## config.mk

```make
export PLATFORM = sky130hd
export DESIGN_NAME = rtcal_top
export DESIGN_NICKNAME = d
export VERILOG_FILES = /design/src/logic/rtcal_i2c.v /design/src/logic/rtcal_top.v
export VERILOG_INCLUDE_DIRS = /design/src /design/src/logic
export SDC_FILE = /design/constraint.sdc
export NUM_CORES = 1
export LEC_CHECK = 0
export BUFFER_PORTS_ARGS = -buffer_cell sky130_fd_sc_hd__buf_2
export CAP_MARGIN = 20
export CORE_AREA = 8 8 128 130
export DETAILED_ROUTE_END_ITERATION = 16
export DIE_AREA = 0 0 136 138
export PLACE_DENSITY_LB_ADDON = 0.08
export SETUP_SLACK_MARGIN = 0.3
export SLEW_MARGIN = 20
export SYNTH_ARGS = -nofsm -noshare
export SYNTH_HDL_FRONTEND = slang
export SYNTH_SLANG_ARGS = --single-unit
```

## constraint.sdc

```tcl
create_clock -name mclk -period 3.25 [get_ports mclk]
set_clock_uncertainty 0.05 [all_clocks]
set_input_delay 0.65 -clock mclk [delete_from_list [all_inputs] [get_ports mclk]]
set_output_delay 0.65 -clock mclk [all_outputs]
set_load 0.03 [all_outputs]
```

## src/logic/rtcal_defs.vh

```
// rtcal_defs.vh: register map, field masks, reset values and bus constants
// for the calendar and alarm block; included by every design file of it.
`ifndef RTCAL_DEFS_VH
`define RTCAL_DEFS_VH

// register addresses
`define RTCAL_ADDR_SECONDS   8'h04
`define RTCAL_ADDR_MINUTES   8'h05
`define RTCAL_ADDR_HOURS     8'h06
`define RTCAL_ADDR_DAYS      8'h07
`define RTCAL_ADDR_WEEKDAYS  8'h08
`define RTCAL_ADDR_MONTH     8'h09
`define RTCAL_ADDR_YEAR      8'h0A
`define RTCAL_ADDR_SEC_MATCH 8'h0B
`define RTCAL_ADDR_MIN_MATCH 8'h0C
`define RTCAL_ADDR_HR_MATCH  8'h0D
`define RTCAL_ADDR_DAY_MATCH 8'h0E

// writable bits per register
`define RTCAL_MASK_SECONDS   8'h7F
`define RTCAL_MASK_MINUTES   8'h7F
`define RTCAL_MASK_HOURS     8'h3F
`define RTCAL_MASK_DAYS      8'h3F
`define RTCAL_MASK_WEEKDAYS  8'h07
`define RTCAL_MASK_MONTH     8'h1F
`define RTCAL_MASK_YEAR      8'hFF
`define RTCAL_MASK_SEC_MATCH 8'hFF
`define RTCAL_MASK_MIN_MATCH 8'hFF
`define RTCAL_MASK_HR_MATCH  8'hBF
`define RTCAL_MASK_DAY_MATCH 8'hBF

// field positions
`define RTCAL_BIT_DISABLE    7
`define RTCAL_BIT_AFTERNOON  5

// reset values
`define RTCAL_RST_TIME       8'h00
`define RTCAL_RST_DAY        8'h01
`define RTCAL_RST_MONTH      8'h01
`define RTCAL_RST_YEAR       8'h00
`define RTCAL_RST_MATCH      8'h80

// bus: 7-bit device address, write A2h / read A3h
`define RTCAL_DEV_ADDR       7'h51

`endif

```

## src/logic/rtcal_i2c.v

```verilog
// rtcal_i2c.v: two-wire serial slave byte engine for the calendar block.
// assumes scl/sda come from pins (synchronised here) and that mclk is many
// times faster than scl, so every edge of scl is seen as a sampled change.
`include "rtcal_defs.vh"
`default_nettype none
module rtcal_i2c (
   // clock and reset
   input  wire       mclk,
   input  wire       sys_rst,
   // pins
   input  wire       scl_in,
   input  wire       sda_in,
   output reg        sda_out,
   output reg        sda_oe,
   // register side
   input  wire [7:0] rd_data,
   output reg        rd_stb,
   output reg        wr_stb,
   output reg        wr_first,
   output reg  [7:0] wr_data,
   output reg        busy
);
   localparam S_IDLE = 3'd0;
   localparam S_ADDR = 3'd1;
   localparam S_AACK = 3'd2;
   localparam S_WR   = 3'd3;
   localparam S_WACK = 3'd4;
   localparam S_RD   = 3'd5;
   localparam S_RACK = 3'd6;

   reg [2:0] state_reg;
   reg [2:0] cnt_reg;
   reg [7:0] sh_reg;
   reg [7:0] tx_reg;
   reg       got_reg;
   reg       rw_reg;
   reg       nack_reg;
   reg       scl_s1, scl_s2, scl_d;
   reg       sda_s1, sda_s2, sda_d;

   wire scl_rise = scl_s2 & ~scl_d;
   wire scl_fall = ~scl_s2 & scl_d;
   wire start_ev = scl_s2 & scl_d & sda_d & ~sda_s2;
   wire stop_ev  = scl_s2 & scl_d & ~sda_d & sda_s2;

   // pins pass two flops; the second stage and a third delay flop feed logic
   always @(posedge mclk) begin
      if (sys_rst) begin
         {scl_s1, scl_s2, scl_d} <= 3'h7;
         {sda_s1, sda_s2, sda_d} <= 3'h7;
      end else begin
         {scl_s1, scl_s2, scl_d} <= {scl_in, scl_s1, scl_s2};
         {sda_s1, sda_s2, sda_d} <= {sda_in, sda_s1, sda_s2};
      end
   end

   always @(posedge mclk) begin
      if (sys_rst) begin
         state_reg <= S_IDLE;
         cnt_reg   <= 3'h0;
         sh_reg    <= 8'h00;
         tx_reg    <= 8'h00;
         got_reg   <= 1'b0;
         rw_reg    <= 1'b0;
         nack_reg  <= 1'b0;
         sda_out   <= 1'b0;
         sda_oe    <= 1'b0;
         rd_stb    <= 1'b0;
         wr_stb    <= 1'b0;
         wr_first  <= 1'b0;
         wr_data   <= 8'h00;
         busy      <= 1'b0;
      end else begin
         rd_stb <= 1'b0;
         wr_stb <= 1'b0;
         if (stop_ev) begin
            state_reg <= S_IDLE;
            sda_oe    <= 1'b0;
            busy      <= 1'b0;
         end else if (start_ev) begin
            // repeated start keeps busy high: the access is one transaction
            state_reg <= S_ADDR;
            cnt_reg   <= 3'h0;
            got_reg   <= 1'b0;
            sda_oe    <= 1'b0;
         end else begin
            case (state_reg)
               S_ADDR, S_WR: begin
                  if (scl_rise) begin
                     sh_reg  <= {sh_reg[6:0], sda_s2};
                     cnt_reg <= cnt_reg + 3'h1;
                     got_reg <= (cnt_reg == 3'h7);
                  end else if (scl_fall && got_reg) begin
                     got_reg <= 1'b0;
                     if (state_reg == S_WR) begin
                        wr_stb    <= 1'b1;
                        wr_data   <= sh_reg;
                        sda_oe    <= 1'b1;
                        state_reg <= S_WACK;
                     end else if (sh_reg[7:1] == `RTCAL_DEV_ADDR) begin
                        rw_reg    <= sh_reg[0];
                        wr_first  <= ~sh_reg[0];
                        busy      <= 1'b1;
                        sda_oe    <= 1'b1;
                        state_reg <= S_AACK;
                     end else begin
                        busy      <= 1'b0;
                        state_reg <= S_IDLE;
                     end
                  end
               end
               S_AACK, S_WACK: begin
                  if (scl_fall) begin
                     cnt_reg <= 3'h0;
                     if (state_reg == S_WACK)
                        wr_first <= 1'b0;
                     if (state_reg == S_AACK && rw_reg) begin
                        tx_reg    <= rd_data;
                        rd_stb    <= 1'b1;
                        sda_oe    <= ~rd_data[7];
                        state_reg <= S_RD;
                     end else begin
                        sda_oe    <= 1'b0;
                        state_reg <= S_WR;
                     end
                  end
               end
               S_RD: begin
                  if (scl_fall) begin
                     if (cnt_reg == 3'h7) begin
                        sda_oe    <= 1'b0;
                        state_reg <= S_RACK;
                     end else begin
                        tx_reg  <= {tx_reg[6:0], 1'b0};
                        sda_oe  <= ~tx_reg[6];
                        cnt_reg <= cnt_reg + 3'h1;
                     end
                  end
               end
               S_RACK: begin
                  if (scl_rise)
                     nack_reg <= sda_s2;
                  else if (scl_fall) begin
                     cnt_reg <= 3'h0;
                     if (!nack_reg) begin
                        tx_reg    <= rd_data;
                        rd_stb    <= 1'b1;
                        sda_oe    <= ~rd_data[7];
                        state_reg <= S_RD;
                     end else
                        state_reg <= S_IDLE;
                  end
               end
               default: begin
                  state_reg <= S_IDLE;
               end
            endcase
         end
      end
   end
endmodule
`default_nettype wire

```

## src/logic/rtcal_top.v

```verilog
// rtcal_top.v: calendar counters (seconds to years), access blocking and
// second/minute/hour/day alarm compare, reached over the two-wire pins.
// assumes tick_1hz is a one-cycle pulse on mclk and alarm_clear and
// hour_mode_12 come from logic on mclk.
`include "rtcal_defs.vh"
`default_nettype none
module rtcal_top (
   // clock and reset
   input  wire mclk,
   input  wire sys_rst,
   // two-wire pins
   input  wire scl_in,
   input  wire sda_in,
   output wire sda_out,
   output wire sda_oe,
   // time base and control
   input  wire tick_1hz,
   input  wire hour_mode_12,
   input  wire alarm_clear,
   // status
   output reg  alarm_hit_flag,
   output reg  time_frozen
);
   reg  [7:0] sec_reg, min_reg, hour_reg, day_reg, wday_reg, month_count, year_count;
   reg  [7:0] second_match, minute_match, hour_match, day_match;
   reg  [7:0] ptr_reg;
   reg        pend_reg;
   reg        step_reg;
   reg  [7:0] sec_next, min_next, hour_next, day_next, wday_next, month_next, year_next;
   reg  [7:0] rd_mux;
   wire       rd_stb, wr_stb, wr_first, busy;
   wire [7:0] wr_data;
   wire       advance;
   wire       second_compare_disable, minute_compare_disable;
   wire       hour_compare_disable, day_compare_disable;
   wire       all_match;

   function [7:0] bcd_inc;
      input [7:0] v;
      begin
         if (v[3:0] == 4'h9)
            bcd_inc = {v[7:4] + 4'h1, 4'h0};
         else
            bcd_inc = {v[7:4], v[3:0] + 4'h1};
      end
   endfunction

   // leap: year BCD divisible by 4 when units even and units bit 1 equals tens bit 0
   function [7:0] month_end;
      input [7:0] mon;
      input [7:0] yr;
      begin
         case (mon)
            8'h02:   month_end = (~yr[0] & (yr[1] == yr[4])) ? 8'h29 : 8'h28;
            8'h04, 8'h06, 8'h09, 8'h11:
                     month_end = 8'h30;
            default: month_end = 8'h31;
         endcase
      end
   endfunction

   // 12-hour: 11 flips afternoon and goes to 12, 12 goes to 01; 24-hour wraps 23 to 00
   function [7:0] hour_step;
      input [7:0] h;
      input       mode12;
      begin
         if (mode12) begin
            if (h[4:0] == 5'h12)
               hour_step = {2'h0, h[5], 5'h01};
            else if (h[4:0] == 5'h11)
               hour_step = {2'h0, ~h[5], 5'h12};
            else
               hour_step = {2'h0, h[5], 5'h00} | (bcd_inc({3'h0, h[4:0]}) & 8'h1F);
         end else if (h == 8'h23)
            hour_step = 8'h00;
         else
            hour_step = bcd_inc(h);
      end
   endfunction

   rtcal_i2c u_bus (
      .mclk     (mclk),
      .sys_rst  (sys_rst),
      .scl_in   (scl_in),
      .sda_in   (sda_in),
      .sda_out  (sda_out),
      .sda_oe   (sda_oe),
      .rd_data  (rd_mux),
      .rd_stb   (rd_stb),
      .wr_stb   (wr_stb),
      .wr_first (wr_first),
      .wr_data  (wr_data),
      .busy     (busy)
   );

   assign advance = ~busy & (tick_1hz | pend_reg);

   always @* begin
      sec_next   = sec_reg;
      min_next   = min_reg;
      hour_next  = hour_reg;
      day_next   = day_reg;
      wday_next  = wday_reg;
      month_next = month_count;
      year_next  = year_count;
      if (advance) begin
         sec_next = (sec_reg == 8'h59) ? 8'h00 : bcd_inc(sec_reg);
         if (sec_reg == 8'h59) begin
            min_next = (min_reg == 8'h59) ? 8'h00 : bcd_inc(min_reg);
            if (min_reg == 8'h59) begin
               hour_next = hour_step(hour_reg, hour_mode_12);
               if (hour_mode_12 ? (hour_reg == 8'h31) : (hour_reg == 8'h23)) begin
                  wday_next = (wday_reg == 8'h06) ? 8'h00 : wday_reg + 8'h01;
                  day_next  = (day_reg == month_end(month_count, year_count)) ? 8'h01 : bcd_inc(day_reg);
                  if (day_reg == month_end(month_count, year_count)) begin
                     month_next = (month_count == 8'h12) ? 8'h01 : bcd_inc(month_count);
                     if (month_count == 8'h12)
                        year_next = (year_count == 8'h99) ? 8'h00 : bcd_inc(year_count);
                  end
               end
            end
         end
      end
   end

   // unmapped addresses read zero
   always @* begin
      case (ptr_reg)
         `RTCAL_ADDR_SECONDS:   rd_mux = sec_reg;
         `RTCAL_ADDR_MINUTES:   rd_mux = min_reg;
         `RTCAL_ADDR_HOURS:     rd_mux = hour_reg;
         `RTCAL_ADDR_DAYS:      rd_mux = day_reg;
         `RTCAL_ADDR_WEEKDAYS:  rd_mux = wday_reg;
         `RTCAL_ADDR_MONTH:     rd_mux = month_count & `RTCAL_MASK_MONTH;
         `RTCAL_ADDR_YEAR:      rd_mux = year_count;
         `RTCAL_ADDR_SEC_MATCH: rd_mux = second_match;
         `RTCAL_ADDR_MIN_MATCH: rd_mux = minute_match;
         `RTCAL_ADDR_HR_MATCH:  rd_mux = hour_match;
         `RTCAL_ADDR_DAY_MATCH: rd_mux = day_match;
         default:               rd_mux = 8'h00;
      endcase
   end

   assign second_compare_disable = second_match[`RTCAL_BIT_DISABLE];
   assign minute_compare_disable = minute_match[`RTCAL_BIT_DISABLE];
   assign hour_compare_disable   = hour_match[`RTCAL_BIT_DISABLE];
   assign day_compare_disable    = day_match[`RTCAL_BIT_DISABLE];

   // hour alarm shares the counter format
   assign all_match = ~(second_compare_disable & minute_compare_disable &
                        hour_compare_disable & day_compare_disable) &
                      (second_compare_disable | (second_match[6:0] == sec_reg[6:0])) &
                      (minute_compare_disable | (minute_match[6:0] == min_reg[6:0])) &
                      (hour_compare_disable   | (hour_match[5:0]   == hour_reg[5:0])) &
                      (day_compare_disable    | (day_match[5:0]    == day_reg[5:0]));

   always @(posedge mclk) begin
      if (sys_rst) begin
         sec_reg        <= `RTCAL_RST_TIME;
         min_reg        <= `RTCAL_RST_TIME;
         hour_reg       <= `RTCAL_RST_TIME;
         day_reg        <= `RTCAL_RST_DAY;
         wday_reg       <= `RTCAL_RST_TIME;
         month_count    <= `RTCAL_RST_MONTH;
         year_count     <= `RTCAL_RST_YEAR;
         second_match   <= `RTCAL_RST_MATCH;
         minute_match   <= `RTCAL_RST_MATCH;
         hour_match     <= `RTCAL_RST_MATCH;
         day_match      <= `RTCAL_RST_MATCH;
         ptr_reg        <= 8'h00;
         pend_reg       <= 1'b0;
         step_reg       <= 1'b0;
         alarm_hit_flag <= 1'b0;
         time_frozen    <= 1'b0;
      end else begin
         time_frozen <= busy;
         // one request kept; a longer access drops the extra ticks
         if (busy && tick_1hz)
            pend_reg <= 1'b1;
         else if (advance)
            pend_reg <= 1'b0;
         sec_reg     <= sec_next;
         min_reg     <= min_next;
         hour_reg    <= hour_next;
         day_reg     <= day_next;
         wday_reg    <= wday_next;
         month_count <= month_next;
         year_count  <= year_next;
         // step_reg marks the cycle the new time is visible to the compare
         step_reg    <= advance;
         // set only on a step into a match; set beats clear
         if (step_reg && all_match)
            alarm_hit_flag <= 1'b1;
         else if (alarm_clear)
            alarm_hit_flag <= 1'b0;
         if (rd_stb)
            ptr_reg <= ptr_reg + 8'h01;
         if (wr_stb && wr_first)
            ptr_reg <= wr_data;
         else if (wr_stb) begin
            ptr_reg <= ptr_reg + 8'h01;
            // writes land only while busy, so they never meet a counter step
            case (ptr_reg)
               `RTCAL_ADDR_SECONDS:   sec_reg      <= wr_data & `RTCAL_MASK_SECONDS;
               `RTCAL_ADDR_MINUTES:   min_reg      <= wr_data & `RTCAL_MASK_MINUTES;
               `RTCAL_ADDR_HOURS:     hour_reg     <= wr_data & `RTCAL_MASK_HOURS;
               `RTCAL_ADDR_DAYS:      day_reg      <= wr_data & `RTCAL_MASK_DAYS;
               `RTCAL_ADDR_WEEKDAYS:  wday_reg     <= wr_data & `RTCAL_MASK_WEEKDAYS;
               `RTCAL_ADDR_MONTH:     month_count  <= wr_data & `RTCAL_MASK_MONTH;
               `RTCAL_ADDR_YEAR:      year_count   <= wr_data & `RTCAL_MASK_YEAR;
               `RTCAL_ADDR_SEC_MATCH: second_match <= wr_data & `RTCAL_MASK_SEC_MATCH;
               `RTCAL_ADDR_MIN_MATCH: minute_match <= wr_data & `RTCAL_MASK_MIN_MATCH;
               `RTCAL_ADDR_HR_MATCH:  hour_match   <= wr_data & `RTCAL_MASK_HR_MATCH;
               `RTCAL_ADDR_DAY_MATCH: day_match    <= wr_data & `RTCAL_MASK_DAY_MATCH;
               default: begin
               end
            endcase
         end
      end
   end
endmodule
`default_nettype wire

```

==> results.py <==
metrics = {
    "setup_path": {
        "crit_fanout": 13,
        "crit_arrival_ns": 3.01,
        "cp_slowest_stage_delay_ns": 0.56,
        "path_buf_inv": 0,
        "path_delay_family": "simple AND/OR/NAND/NOR gates",
        "required_ns": 3.53,
        "path_class": "flip-flop to flip-flop",
        "end_kind": "flip-flop",
        "path_cells": "nor4b_4, nand4_1, a211oi_1, nand4_4, or4b_1, a311oi_1",
        "slowest_stage": "or4b_1",
        "worstSetupStartpointType": "flip-flop",
    },
    "power": {
        "power.density_nw_per_um2": 430,
        "p_leak_nw": 3.41,
        "ir_drop_mv": 0.381,
    },
    "grt": {
        "grtUsageTotal": 0.270,
        "grt_pass1_vias": 7205,
        "grt_first_pass_wirelength_mm": 40.2,
        "antenna_found_initial": 0,
        "grt_max_degree": 84,
        "overflow": 0,
    },
    "final_layout": {
        "final_nets": 1094,
        "n_fill_cell": 1293,
        "area_growth_syn_to_layout_pct": 10.7,
        "final_layout_size_suffix_gt1_frac": 0.0998,
        "diodes": 0,
        "fin_area_um2": 9260,
        "layout.cells.most_common_list": "dfxtp_1, nor2_1, nand2_1, a21oi_1, nand3_1",
        "final_common_cell": "dfxtp_1",
    },
    "die": {
        "start_util": 0.585,
        "die_y_um": 138,
        "coreArea_um2": 14300,
        "rows": 44,
        "fp.dieW_um": 136,
        "io_pins": 11,
        "die_area_um2": 18800,
    },
    "place": {
        "place_ws_ns": 0.340,
        "place_area_um2": 8670,
        "gp_congestion": 1.00,
        "numPortBuffers": 9,
        "hpwl_mm": 17.6,
    },
    "yosys": {
        "ys.flop_type": "dfxtp_1",
        "synthArstFlopShare": 0,
        "synth_edf_count": 0,
        "synth.distinct_cells": 78,
        "syn_inst": 1059,
        "synth.cell_area_um2": 8370,
        "synth-warning-count": 0,
        "avgSynthCellArea_um2": 7.90,
        "ys_ff_latch": 141,
        "synth_nets": 1094,
        "ys_seq_area_frac": 0.337,
    },
    "run": {
        "maxCapViolCount": 0,
    },
    "sta": {
        "drv_slew": 0,
        "setup_tns_ns": 0,
        "maxSlewHeadroom": 0.359,
        "finalSetupViolations": 0,
        "fmax_mhz": 367,
        "rsz0062_at_grt": "false",
        "period_needed_ns": 2.73,
        "hold_viol": 0,
        "finalCritPeriodShare": 0.839,
        "max_slew.worst_pin.slew_ns": 0.960,
        "layout_setup_ws_ns": 0.522,
    },
    "cts": {
        "clk_pin_slew_ns": 0.06,
        "cts_tree": "done",
        "clkSinkCount": 141,
        "htree_num_levels": 4,
        "cts_made_buffers": 17,
        "clk_latency_ns": 0.42,
        "clock-root-buffer": "clkbuf_16",
        "cts.path.max_buffers": 2,
        "hold_buffers": 0,
    },
    "route": {
        "via_count": 7995,
        "ant_nets": 0,
        "routed_via_density": 6.37,
        "drt-total-wl_mm": 25.4,
        "drc_errors": 0,
        "routedWlPerCell_um": 20.2,
        "first_pass_iters": 6,
        "drt_iter0_drc": 865,
    },
    "status": {
        "status": "completed",
    },
    "worst_hold_path": {
        "hold_class": "flip-flop to flip-flop",
    },
}
==> through the flow <==
stage	power [W]	cells	utilization	hold WS [ns]
2_1_floorplan	0.00207	1059	-	0.339
3_3_place_gp	0.00214	1222	0.606	0.343
4_1_cts	0.00401	1254	0.645	0.346
3_5_place_dp	0.00214	1222	0.606	0.349
6_report	0.00398	1256	0.647	0.356
5_1_grt	0.00414	1256	0.647	0.344
==> final timing paths <==
| check | startpoint | end | slack (ns) | cells past startpoint |
|---|---|---|---|---|
| worst max-delay path | month_count[1] | year_count[6] | 0.52 | 6 |
| worst min-delay path | u_bus.sda_s1 | u_bus.sda_s2 | 0.36 | 1 |
| worst max register to register | month_count[1] | year_count[6] | 0.52 | 6 |
| worst min register to register | u_bus.sda_s1 | u_bus.sda_s2 | 0.36 | 1 |
==> timing repair <==
item / in CTS / in global routing
endpoints found under the setup margin: 0 / 6
setup buffers: 0 / 2
gates resized for setup: 0 / 4
==> final cells by class <==
class,count,area (um2),share of cell area
repair buffers,52,370,0.0400
inverters,27,101,0.0109
well taps,184,230,0.0249
clock inverters,14,134,0.0145
multi-input cells,820,5170,0.558
clock buffers,18,429,0.0463
flip-flops and latches,141,2820,0.305
==> routing by layer <==
layer	wire length, um	track usage	vias up
li1	-	-	3842
met1	11200	0.368	3771
met2	11800	0.408	320
met3	1700	0.0525	62
met4	707	0.106	0
met5	0	0	-
==> kinds of logic after synthesis <==
| kind of cell | share of synthesized area |
|---|---|
| adders and majority gates | 0.0419 |
| xor gates and xnor gates | 0.0481 |
| muxes | 0.0443 |
| DFF | 0.337 |
| and+or+nand+nor | 0.273 |
| buffers and inverters | 0.0480 |
| other | 0.000448 |
| AOI/OAI and AO/OA | 0.207 |
==> cell usage after synthesis (12+ instances only) <==
master,number,area share
dfxtp_1,141,0.34
nor2_1,124,0.056
nand2_1,112,0.050
a21oi_1,61,0.036
clkbuf_1,59,0.026
nand3_1,46,0.028
o21ai_0,39,0.023
mux2i_1,37,0.044
nor3_1,31,0.019
ha_1,28,0.042
a22oi_1,27,0.024
inv_1,26,0.012
a211oi_1,24,0.022
xnor2_1,23,0.024
xor2_1,23,0.024
nor2b_1,16,0.012
nand3b_1,15,0.013
a31oi_1,13,0.0097
nor4_1,13,0.0097
a221oi_1,12,0.013
nand4_1,12,0.0090
or3_1,12,0.0090
==> power by group <==
| group | switching [W] | internal (W) | leakage [nW] | total, W |
|---|---|---|---|---|
| Sequential | 0.0000567 | 0.00175 | 1.14 | 0.00181 |
| Combinational | 0.000192 | 0.000114 | 2.00 | 0.000305 |
| Clock | 0.000804 | 0.00107 | 0.272 | 0.00187 |
| Total | 0.00105 | 0.00293 | 3.41 | 0.00398 |
No activity file was read; power rests on OpenSTA's default activity.
